[src/hdl/nvt_pkg.sv]
// package: register map, field positions, classes and decode enums
package nvt_pkg;
    // register offsets (byte addresses, one 32-bit word each)
    localparam logic [7:0] OFF_CFG_LO = 8'h00;
    localparam logic [7:0] OFF_CFG_HI = 8'h04;
    localparam logic [7:0] OFF_CTRL = 8'h08;
    localparam logic [7:0] OFF_STATUS = 8'h0c;

    // reset values
    localparam logic [31:0] CFG_RESET = 32'h0000_0000;
    localparam logic [7:0] CTRL_RESET = 8'h00;

    // hyp_config_reg bit positions and their place in the high word
    localparam int NV_CTRL_BIT = 42;
    localparam int NV_AUX_BIT = 43;
    localparam int AT_TRAP_BIT = 44;
    localparam int NV_REDIR_BIT = 45;
    localparam int NV_CTRL_POS = NV_CTRL_BIT - 32;
    localparam int NV_AUX_POS = NV_AUX_BIT - 32;
    localparam int AT_TRAP_POS = AT_TRAP_BIT - 32;
    localparam int NV_REDIR_POS = NV_REDIR_BIT - 32;

    // control register fields
    localparam int CTRL_HYP_EN = 0;
    localparam int CTRL_SEC_CALL_TRAP = 1;
    localparam int CTRL_HIER_PERM = 2;
    localparam int CTRL_MON_PRESENT = 3;
    localparam int CTRL_MIX_LO = 4;
    localparam int CTRL_MIX_HI = 5;

    // status register fields
    localparam int ST_NV_EFF = 0;
    localparam int ST_AUX_EFF = 1;
    localparam int ST_REDIR_EFF = 2;
    localparam int ST_TRAP_SEEN = 3;
    localparam int ST_EC_LO = 8;

    // exception classes and fixed values
    localparam logic [5:0] EC_SYSREG = 6'h18;
    localparam logic [5:0] EC_SEC_CALL = 6'h17;
    localparam logic [5:0] EC_EXC_RETURN = 6'h1a;
    localparam logic [5:0] EC_PTR_AUTH = 6'h09;
    localparam logic [7:0] CURLVL_VALUE = 8'h02;
    localparam logic [1:0] SPSR_M32_NESTED = 2'h2;
    localparam logic [1:0] SPSR_M32_PLAIN = 2'h1;

    // descriptor bit positions
    localparam int BLK_PXN_BIT = 54;
    localparam int BLK_RSVD_BIT = 53;
    localparam int TBL_PXN_BIT = 60;
    localparam int TBL_RSVD_BIT = 59;
    localparam logic [63:0] BLK_ZERO_MASK = 64'h0000_0000_0000_0040;
    localparam logic [63:0] TBL_ZERO_MASK = 64'h2000_0000_0000_0000;

    // choice for aux=1, main=0
    typedef enum logic [1:0] {
        MIX_AS_BOTH_SET,
        MIX_AS_BOTH_CLEAR,
        MIX_LITERAL,
        MIX_LITERAL_ALT
    } mix_mode_t;

    typedef enum logic [3:0] {
        INS_NONE,
        INS_SYSREG_RD,
        INS_SYSREG_WR,
        INS_AT_S1,
        INS_AT_HYP,
        INS_TLBI_HYP,
        INS_TLBI_HIGH,
        INS_SMC,
        INS_EXCEPTION_RETURN,
        INS_AUTH_EXCEPTION_RETURN_A,
        INS_AUTH_EXCEPTION_RETURN_B,
        INS_LD_UNPRIV,
        INS_ST_UNPRIV
    } insn_class_t;

    typedef enum logic [3:0] {
        GRP_NONE,
        GRP_HYP,
        GRP_HYP_SP,
        GRP_HYP_SPSR,
        GRP_HYP_ELR,
        GRP_HYP_ESR,
        GRP_HYP_FAR,
        GRP_CROSS,
        GRP_USER_CROSS,
        GRP_BANKED,
        GRP_KERNEL_SP,
        GRP_VBAR,
        GRP_ELR_K,
        GRP_SPSR_K,
        GRP_SCXT,
        GRP_CURLVL
    } sysreg_grp_t;
endpackage

[src/hdl/desc_fix.sv]
// descriptor reinterpretation for the kernel regime under nesting
`timescale 1ns/100ps
`default_nettype none
module desc_fix import nvt_pkg::*; (
    // controls
    input wire logic en_in,
    input wire logic table_in,
    input wire logic hier_in,
    // descriptor
    input wire logic [63:0] desc_in,
    output logic [63:0] desc_out,
    output logic pxn_out,
    output logic rsvd_out
);
    wire logic blk_fix = en_in & ~table_in;
    wire logic tbl_fix = en_in & table_in & hier_in;

    assign desc_out = blk_fix ? (desc_in & ~BLK_ZERO_MASK) :
                      tbl_fix ? (desc_in & ~TBL_ZERO_MASK) : desc_in;
    assign pxn_out = blk_fix ? desc_in[BLK_PXN_BIT] :
                     tbl_fix ? desc_in[TBL_PXN_BIT] : 1'b0;
    assign rsvd_out = blk_fix ? desc_in[BLK_RSVD_BIT] :
                      tbl_fix ? desc_in[TBL_RSVD_BIT] : 1'b0;
endmodule // desc_fix
`default_nettype wire

[src/hdl/nested_virt_trap_control.sv]
// nested virtualization trap, transform and redirect decisions
// Contract
// (RQ1) address-translation trap bit traps six AT, 0x18
// (RQ2) control bits need no known reset value
// (RQ3) aux 0, redirect+main: hyp/cross regs become memory
// (RQ4) aux 1, redirect: hyp regs become memory
// (RQ5) aux 1, no redirect: four kernel regs trap
// (RQ6) memory transform beats own register traps
// (RQ7) other control traps beat memory transform
// (RQ8) unimplemented listed register is undefined
// (RQ9) aux 0, main 1: kernel exceptions write 0b10
// (RQ10) both set: block descriptors bits remapped
// (RQ11) both set, hierarchical: table descriptor bits remapped
// (RQ12) both set: privileged-access-never acts as zero
// (RQ13) both set: unprivileged loads/stores act ordinary
// (RQ14) aux 1, main 0: one of three behaviours
// (RQ15) main 0: redirect ignored, main traps nothing
// (RQ16) main+redirect: hyp status regs steered to kernel
// (RQ17) main, no redirect: hyp-style registers trap 0x18
// (RQ18) main, no redirect: hyp maintenance instructions trap
// (RQ19) main, no redirect: current level reads 0x2
// (RQ20) main, no monitor, secure-call trap: 0x17
// (RQ21) main, no redirect: exception returns trap 0x1a
// (RQ22) exception-return trap wins over pointer-auth trap
// (RQ23) decision returned one cycle after decode request
`timescale 1ns/100ps
`default_nettype none
module nested_virt_trap_control import nvt_pkg::*; (
    // clock and reset
    input wire logic ref_clk_in,
    input wire logic nrst_in,
    // register port
    input wire logic [7:0] addr_in,
    input wire logic [31:0] wdata_in,
    input wire logic wr_in,
    input wire logic rd_in,
    output logic [31:0] rdata_out,
    // decode request
    input wire logic req_valid_in,
    input wire logic kernel_level_in,
    input wire insn_class_t insn_in,
    input wire sysreg_grp_t grp_in,
    input wire logic sysreg_impl_in,
    input wire logic other_trap_in,
    input wire logic [5:0] other_ec_in,
    input wire logic ptr_auth_trap_in,
    // decode answer
    output logic rsp_valid_out,
    output logic trap_out,
    output logic [5:0] trap_ec_out,
    output logic undef_out,
    output logic mem_xform_out,
    output logic redirect_out,
    output logic [1:0] redirect_sel_out,
    output logic curlvl_ovr_out,
    output logic [7:0] curlvl_val_out,
    output logic unpriv_as_priv_out,
    // steady controls
    output logic pan_zero_out,
    output logic [1:0] spsr_m32_out,
    // descriptor path
    input wire logic desc_valid_in,
    input wire logic desc_kernel_in,
    input wire logic desc_table_in,
    input wire logic [63:0] desc_in,
    output logic desc_valid_out,
    output logic [63:0] desc_out,
    output logic desc_pxn_out,
    output logic desc_rsvd_out
);
    function automatic logic hyp_reg(input sysreg_grp_t g);
        hyp_reg = (g == GRP_HYP) || (g == GRP_HYP_SPSR) ||
                  (g == GRP_HYP_ELR) || (g == GRP_HYP_ESR) ||
                  (g == GRP_HYP_FAR);
    endfunction

    function automatic logic steered_reg(input sysreg_grp_t g);
        steered_reg = (g == GRP_HYP_SPSR) || (g == GRP_HYP_ELR) ||
                      (g == GRP_HYP_ESR) || (g == GRP_HYP_FAR);
    endfunction

    logic [31:0] cfg_lo_ff;
    logic [31:0] cfg_hi_ff;
    logic [7:0] ctrl_ff;
    logic trap_seen_ff;
    logic [5:0] last_ec_ff;

    // register decode
    wire logic sel_lo = (addr_in == OFF_CFG_LO);
    wire logic sel_hi = (addr_in == OFF_CFG_HI);
    wire logic sel_ctrl = (addr_in == OFF_CTRL);
    wire logic sel_st = (addr_in == OFF_STATUS);

    // raw stored controls
    wire logic nv_raw = cfg_hi_ff[NV_CTRL_POS];
    wire logic aux_raw = cfg_hi_ff[NV_AUX_POS];
    wire logic at_bit = cfg_hi_ff[AT_TRAP_POS];
    wire logic redir_raw = cfg_hi_ff[NV_REDIR_POS];
    wire logic hyp_en = ctrl_ff[CTRL_HYP_EN];
    wire logic sec_call_trap = ctrl_ff[CTRL_SEC_CALL_TRAP];
    wire logic hier_perm = ctrl_ff[CTRL_HIER_PERM];
    wire logic mon_present = ctrl_ff[CTRL_MON_PRESENT];
    wire mix_mode_t mix = mix_mode_t'(ctrl_ff[CTRL_MIX_HI:CTRL_MIX_LO]);

    // effective controls; config readback stays raw, status reads effective
    wire logic mixed = aux_raw & ~nv_raw;
    wire logic nv_eff = mixed ? (mix == MIX_AS_BOTH_SET) : nv_raw; // [RQ14]
    wire logic aux_eff = mixed ? (mix != MIX_AS_BOTH_CLEAR) : aux_raw;
    wire logic redir_eff = redir_raw & nv_eff; // [RQ15]
    wire logic both_set = nv_eff & aux_eff;

    // request classification
    wire logic is_k = req_valid_in & kernel_level_in;
    wire logic is_reg = (insn_in == INS_SYSREG_RD) ||
                        (insn_in == INS_SYSREG_WR);
    wire logic kreg = is_k & is_reg;
    wire logic is_exception_return = (insn_in == INS_EXCEPTION_RETURN) ||
                         (insn_in == INS_AUTH_EXCEPTION_RETURN_A) ||
                         (insn_in == INS_AUTH_EXCEPTION_RETURN_B);
    wire logic is_auth_exception_return = (insn_in == INS_AUTH_EXCEPTION_RETURN_A) ||
                              (insn_in == INS_AUTH_EXCEPTION_RETURN_B);
    wire logic is_maint = (insn_in == INS_AT_HYP) ||
                          (insn_in == INS_TLBI_HYP) ||
                          (insn_in == INS_TLBI_HIGH);
    wire logic nv_trap_en = is_k & nv_eff & ~redir_eff & hyp_en;
    wire logic aux_trap_en = is_k & aux_eff & ~redir_eff & hyp_en;

    wire logic w_undef = kreg & (grp_in != GRP_NONE) & ~sysreg_impl_in; // [RQ8]
    wire logic w_other = is_k & other_trap_in & ~w_undef;
    wire logic w_redirect = kreg & redir_eff & steered_reg(grp_in) &
                            ~w_undef & ~w_other; // [RQ16]
    wire logic xform_grp = aux_eff ? hyp_reg(grp_in) : // [RQ4]
                           (hyp_reg(grp_in) || (grp_in == GRP_CROSS) ||
                            (grp_in == GRP_USER_CROSS)); // [RQ3]
    wire logic w_xform = kreg & redir_eff & xform_grp & ~w_undef &
                         ~w_other & ~w_redirect; // [RQ7]

    wire logic t_at = is_k & (insn_in == INS_AT_S1) & at_bit & hyp_en; // [RQ1]
    wire logic t_aux_reg = aux_trap_en & is_reg &
                           ((grp_in == GRP_VBAR) || (grp_in == GRP_ELR_K) ||
                            (grp_in == GRP_SPSR_K) ||
                            (grp_in == GRP_SCXT)); // [RQ5]
    wire logic t_nv_reg = nv_trap_en & is_reg &
                          (hyp_reg(grp_in) || (grp_in == GRP_CROSS) ||
                           (grp_in == GRP_USER_CROSS) ||
                           (grp_in == GRP_BANKED) ||
                           (grp_in == GRP_KERNEL_SP)); // [RQ17]
    wire logic t_maint = nv_trap_en & is_maint; // [RQ18]
    wire logic t_smc = nv_trap_en & (insn_in == INS_SMC) & ~mon_present &
                       sec_call_trap; // [RQ20]
    wire logic t_exception_return = nv_trap_en & is_exception_return; // [RQ21]
    wire logic t_pa = is_k & is_auth_exception_return & ptr_auth_trap_in & ~t_exception_return; // [RQ22]
    wire logic own_trap = t_at | t_aux_reg | t_nv_reg | t_maint | t_smc |
                          t_exception_return | t_pa;
    wire logic own_ok = own_trap & ~w_undef & ~w_redirect & ~w_xform; // [RQ6]
    wire logic w_trap = w_other | own_ok;
    wire logic [5:0] own_ec = t_smc ? EC_SEC_CALL :
                              t_exception_return ? EC_EXC_RETURN : // [RQ22]
                              t_pa ? EC_PTR_AUTH : EC_SYSREG;
    wire logic [5:0] w_ec = w_other ? other_ec_in :
                            (own_ok ? own_ec : 6'h00);
    wire logic w_curlvl = nv_trap_en & (insn_in == INS_SYSREG_RD) &
                          (grp_in == GRP_CURLVL) & ~w_undef & ~w_other; // [RQ19]
    wire logic w_unpriv = is_k & both_set &
                          ((insn_in == INS_LD_UNPRIV) ||
                           (insn_in == INS_ST_UNPRIV)); // [RQ13]
    wire logic [1:0] w_sel = (grp_in == GRP_HYP_SPSR) ? 2'h0 :
                             (grp_in == GRP_HYP_ELR) ? 2'h1 :
                             (grp_in == GRP_HYP_ESR) ? 2'h2 : 2'h3;

    // register readback
    wire logic [31:0] status_word = {18'h0_0000, last_ec_ff, 4'h0,
                                     trap_seen_ff, redir_eff, aux_eff, nv_eff};
    wire logic [31:0] rd_mux = sel_lo ? cfg_lo_ff :
                               sel_hi ? cfg_hi_ff :
                               sel_ctrl ? {24'h00_0000, ctrl_ff} :
                               sel_st ? status_word : 32'h0000_0000;
    wire logic st_clear = wr_in & sel_st & wdata_in[ST_TRAP_SEEN];
    wire logic nxt_trap_seen = w_trap | (trap_seen_ff & ~st_clear);

    // descriptor rewrite
    logic [63:0] fix_desc;
    logic fix_pxn;
    logic fix_rsvd;
    desc_fix u_desc_fix (
        .en_in(both_set & desc_kernel_in), // [RQ10]
        .table_in(desc_table_in),
        .hier_in(hier_perm), // [RQ11]
        .desc_in(desc_in),
        .desc_out(fix_desc),
        .pxn_out(fix_pxn),
        .rsvd_out(fix_rsvd)
    );

    // config may be anything after warm reset; cleared anyway [RQ2]
    always_ff @(posedge ref_clk_in or negedge nrst_in) begin
        if (!nrst_in) begin
            cfg_lo_ff <= CFG_RESET;
            cfg_hi_ff <= CFG_RESET;
            ctrl_ff <= CTRL_RESET;
        end else if (wr_in) begin
            if (sel_lo) cfg_lo_ff <= wdata_in;
            if (sel_hi) cfg_hi_ff <= wdata_in;
            if (sel_ctrl) ctrl_ff <= wdata_in[7:0];
        end
    end

    always_ff @(posedge ref_clk_in or negedge nrst_in) begin
        if (!nrst_in) begin
            rdata_out <= 32'h0000_0000;
            trap_seen_ff <= 1'b0;
            last_ec_ff <= 6'h00;
        end else begin
            rdata_out <= rd_in ? rd_mux : 32'h0000_0000;
            trap_seen_ff <= nxt_trap_seen;
            if (w_trap) last_ec_ff <= w_ec;
        end
    end

    // answer one cycle after the request [RQ23]
    always_ff @(posedge ref_clk_in or negedge nrst_in) begin
        if (!nrst_in) begin
            rsp_valid_out <= 1'b0;
            trap_out <= 1'b0;
            trap_ec_out <= 6'h00;
            undef_out <= 1'b0;
            mem_xform_out <= 1'b0;
            redirect_out <= 1'b0;
            redirect_sel_out <= 2'h0;
            curlvl_ovr_out <= 1'b0;
            curlvl_val_out <= 8'h00;
            unpriv_as_priv_out <= 1'b0;
        end else begin
            rsp_valid_out <= req_valid_in;
            trap_out <= w_trap;
            trap_ec_out <= w_ec;
            undef_out <= w_undef;
            mem_xform_out <= w_xform;
            redirect_out <= w_redirect;
            redirect_sel_out <= w_redirect ? w_sel : 2'h0;
            curlvl_ovr_out <= w_curlvl;
            curlvl_val_out <= w_curlvl ? CURLVL_VALUE : 8'h00;
            unpriv_as_priv_out <= w_unpriv;
        end
    end

    always_ff @(posedge ref_clk_in or negedge nrst_in) begin
        if (!nrst_in) begin
            pan_zero_out <= 1'b0;
            spsr_m32_out <= SPSR_M32_PLAIN;
            desc_valid_out <= 1'b0;
            desc_out <= 64'h0000_0000_0000_0000;
            desc_pxn_out <= 1'b0;
            desc_rsvd_out <= 1'b0;
        end else begin
            pan_zero_out <= both_set; // [RQ12]
            spsr_m32_out <= (nv_eff & ~aux_eff) ? SPSR_M32_NESTED :
                            SPSR_M32_PLAIN; // [RQ9]
            desc_valid_out <= desc_valid_in;
            desc_out <= fix_desc;
            desc_pxn_out <= fix_pxn;
            desc_rsvd_out <= fix_rsvd;
        end
    end
endmodule // nested_virt_trap_control
`default_nettype wire

[config.mk]
export PLATFORM = sky130hd
export DESIGN_NAME = nested_virt_trap_control
export DESIGN_NICKNAME = d
export VERILOG_FILES = /design/src/hdl/nvt_pkg.sv /design/src/hdl/desc_fix.sv /design/src/hdl/nested_virt_trap_control.sv
export SDC_FILE = /design/constraint.sdc
export NUM_CORES = 1
export LEC_CHECK = 0
export ABC_AREA = 1
export BUFFER_PORTS_ARGS = -buffer_cell sky130_fd_sc_hd__buf_2
export CAP_MARGIN = 10
export CORE_UTILIZATION = 45
export DETAILED_ROUTE_END_ITERATION = 10
export HOLD_SLACK_MARGIN = 0.03
export PLACE_DENSITY_LB_ADDON = 0.05
export SLEW_MARGIN = 40
export SYNTH_ARGS = -nofsm -noshare
export SYNTH_HDL_FRONTEND = slang
export SYNTH_HIERARCHICAL = 1
export SYNTH_SLANG_ARGS = --single-unit
[constraint.sdc]
create_clock -name ref_clk_in -period 2.2 [get_ports ref_clk_in]
set_clock_uncertainty 0.2 [all_clocks]
set_input_delay 0.33 -clock ref_clk_in [delete_from_list [all_inputs] [get_ports ref_clk_in]]
set_output_delay 0.33 -clock ref_clk_in [all_outputs]
set_load 0.02 [all_outputs]
==> impl_metrics.json <==
{
  "p_per_area_mw_per_mm2": 725,
  "cts_tree": "built",
  "relSlewSlack_pct": 61.9,
  "maxCapViolations": 0,
  "rsz0062_at_grt": "no",
  "worst_ir_drop_vdd_v": 0.000551,
  "num_vias": 5938,
  "crit_chain": "dlygate4sd3_1 -> buf_2 -> nor2_1 -> inv_1 -> o21bai_2 -> nor2_4 -> inv_4 -> nand2_8 -> o21ai_0 -> inv_1 -> nand2_1",
  "fin_crit_sh_pct": 91.4,
  "portBuffers": 247,
  "dp_hpwl_um": 11700,
  "ios": 255,
  "synthCells": 781,
  "die_h_um": 133,
  "drcViolationCount": 0,
  "finalHoldViolations": 0,
  "async_reset_ff_share_pct": 100,
  "start_kind": "input pin",
  "gp_congestion": 0.772,
  "place_ws_ns": 0.212,
  "insertion_delay_ns": 0.43,
  "synth_cell_types": 35,
  "synth_seq_area_share_pct": 63.4,
  "syn-cell-area_mm2": 0.00773,
  "synth_fa_ha_area_share_pct": 0,
  "grt.overflow.total": 0,
  "ys.flop_type": "dfrtp_1",
  "clk_path_buf_depth": 2,
  "yosysWarnings": 6,
  "grt_pass1_wl_um": 29000,
  "cts-buffers-inserted": 17,
  "critPathTopFamily": "buffers and inverters",
  "ant_nets": 0,
  "fp.dieW_um": 133,
  "p_leak_nw": 5.55,
  "pwr-share-comb_pct": 9.6,
  "postCtsSetupBuffers": 0,
  "cts_hold_buffers": 106,
  "avgSynthCellArea_um2": 9.90,
  "worst_path_largest_cell_delay_ns": 0.53,
  "r2r_slack_ns": 0.34,
  "fp.coreArea_mm2": 0.0167,
  "initialDrtViolationCount": 267,
  "dp.cells": 1179,
  "finalSetupViolations": 0,
  "antennaDiodeCount": 0,
  "pwr-share-clk_pct": 40.2,
  "grt_max_degree": 65,
  "layout.nets": 1214,
  "power.share.switching_pct": 22.9,
  "synth_compound_area_share_pct": 8.41,
  "regArea_mm2": 0.00491,
  "crit_fanout": 17,
  "layout-drive-gt1-share_pct": 28.9,
  "synth-edff-count": 0,
  "power.share.sequential_pct": 50.2,
  "fin_ws_ns": 0.190,
  "nFillCells": 1440,
  "cts.sinks": 196,
  "path_buf_inv": 5,
  "first_global_vias": 5828,
  "tns_ns": 0,
  "cts-resized-gates": 0,
  "layout_common_cells": "buf_2 (246), nand2_1 (205), dfrtp_1 (195)",
  "clkTransAtPathRegs_ns": 0.07,
  "crit_top_cell": "inv_1",
  "initial_core_util_pct": 46.3,
  "track_usage_pct": 20.9,
  "status": "finished, final reports clean",
  "antenna_found_initial": 0,
  "root_buffer": "clkbuf_16",
  "wire_per_inst_um": 13.5,
  "cts-htree-levels": 4,
  "first_pass_iters": 6,
  "cp_slowest_cell": "dlygate4sd3_1",
  "row_count": 47,
  "viasPerCell": 4.51,
  "period_needed_ns": 2.01,
  "power.total_mw": 7.61,
  "synth_xor_area_share_pct": 0,
  "p_int_mw": 5.86,
  "stdcell_count": 1317,
  "die-area_mm2": 0.0177,
  "cp.required_ns": 2.37,
  "final_common_cell": "buf_2",
  "worstPathArrival_ns": 2.18,
  "switchingPower_mw": 1.74,
  "crit_path_end_kind": "register",
  "worst_pin_slew_ns": 0.571,
  "synth_simple_gate_area_share_pct": 15.6,
  "synth_mux_area_share_pct": 0,
  "report.final.slew_viol_count": 0,
  "hp-class": "input pin to register",
  "ys_seq_elements": 196,
  "multiInputGateArea_mm2": 0.00189,
  "worstSetupPathType": "input pin to register",
  "wl_um": 17800,
  "synth_top_family_by_area": "simple AND/OR/NAND/NOR gates",
  "area_delta_synth_final_pct": 35.7,
  "max_freq_ghz": 0.497
}
synthesized netlist by cell type (6+ instances only):
cell type  number  area share (%)
nor3_1          6            0.39
a21oi_1        25             1.6
o21ai_0        80             5.2
nand3_1        27             1.7
o21ai_1         6            0.39
inv_1          79             3.8
clkbuf_1       15            0.73
nand4_1         6            0.49
buf_4          71             6.9
dfrtp_1       195              63
nand2_1       205             9.9
nor2_1         22             1.1
layer usage:
layer	share of wire (%)	up-vias	track usage, %	wire (µm)
met5	0	-	0	0
met2	49	164	35.5	8770
met4	0.99	0	7.39	176
met3	5.2	14	3.77	926
li1	-	2979	-	-
met1	45	2781	27.1	7950
power groups by stage:
| stage | Combinational (mW) | Sequential, mW | Clock, mW |
|---|---|---|---|
| 2_1_floorplan | 0.251 | 3.97 | 0 |
| 3_3_place_gp | 0.588 | 3.88 | 0 |
| 3_5_place_dp | 0.593 | 3.88 | 0 |
| 4_1_cts | 0.741 | 3.82 | 3.14 |
| 5_1_grt | 0.812 | 3.83 | 3.28 |
| 6_report | 0.733 | 3.82 | 3.06 |
cell families (layout without fill, tap and decap cells):
logic type	count (synthesis)	count (layout)
simple gates	282	282
flops	196	196
buf+inv	179	489
compound gates	123	123
other cells	1	7
layout make-up:
type	instances	area share, %
clock buffers	25	4.63
clock inverters	7	0.930
inverters	86	3.12
multi-input cells	412	18.0
flip-flops and latches	196	46.7
well taps	220	2.62
repair buffers	371	24.0
stage by stage:
step                utilization, %  hold WS, ns  cell area (µm²)
detailed placement            53.0        0.161             8850
floorplan                        -       -0.166             7760
global route                  62.8       0.0719            10500
CTS                           62.8       0.0326            10500
global placement              53.0        0.165             8850
finish                        62.8       0.0492            10500
worst paths after layout:
kind	from	to	depth (start not counted)
setup / recovery	grp_in[1]	last_ec_ff[1]	11
hold / removal	wdata_in[3]	cfg_lo_ff[3]	3
setup reg to reg	cfg_hi_ff[10]	last_ec_ff[4]	12
hold reg to reg	cfg_lo_ff[3]	cfg_lo_ff[3]	2
max in group asynchronous	nrst_in	desc_out[10]	3
min in group asynchronous	nrst_in	redirect_out	2
flip-flops by register name, summed over array words and instances (netlist names):
name and flops:
redirect_out 1, unpriv_as_priv_out 1, rsp_valid_out 1, ctrl_ff 8, rdata_out 32, curlvl_val_out 1, desc_rsvd_out 1, desc_out 64
undef_out 1, cfg_hi_ff 32, pan_zero_out 1, desc_pxn_out 1, trap_ec_out 6, cfg_lo_ff 32, desc_valid_out 1, spsr_m32_out 2
last_ec_ff 6, trap_seen_ff 1, trap_out 1, redirect_sel_out 2, mem_xform_out 1
tightest hold or removal path, cell delays in order:
cell and delay (ns):
buf_2 0.12, inv_1 0.09, o21ai_0 0.09
No activity file was read; power rests on OpenSTA's default activity.
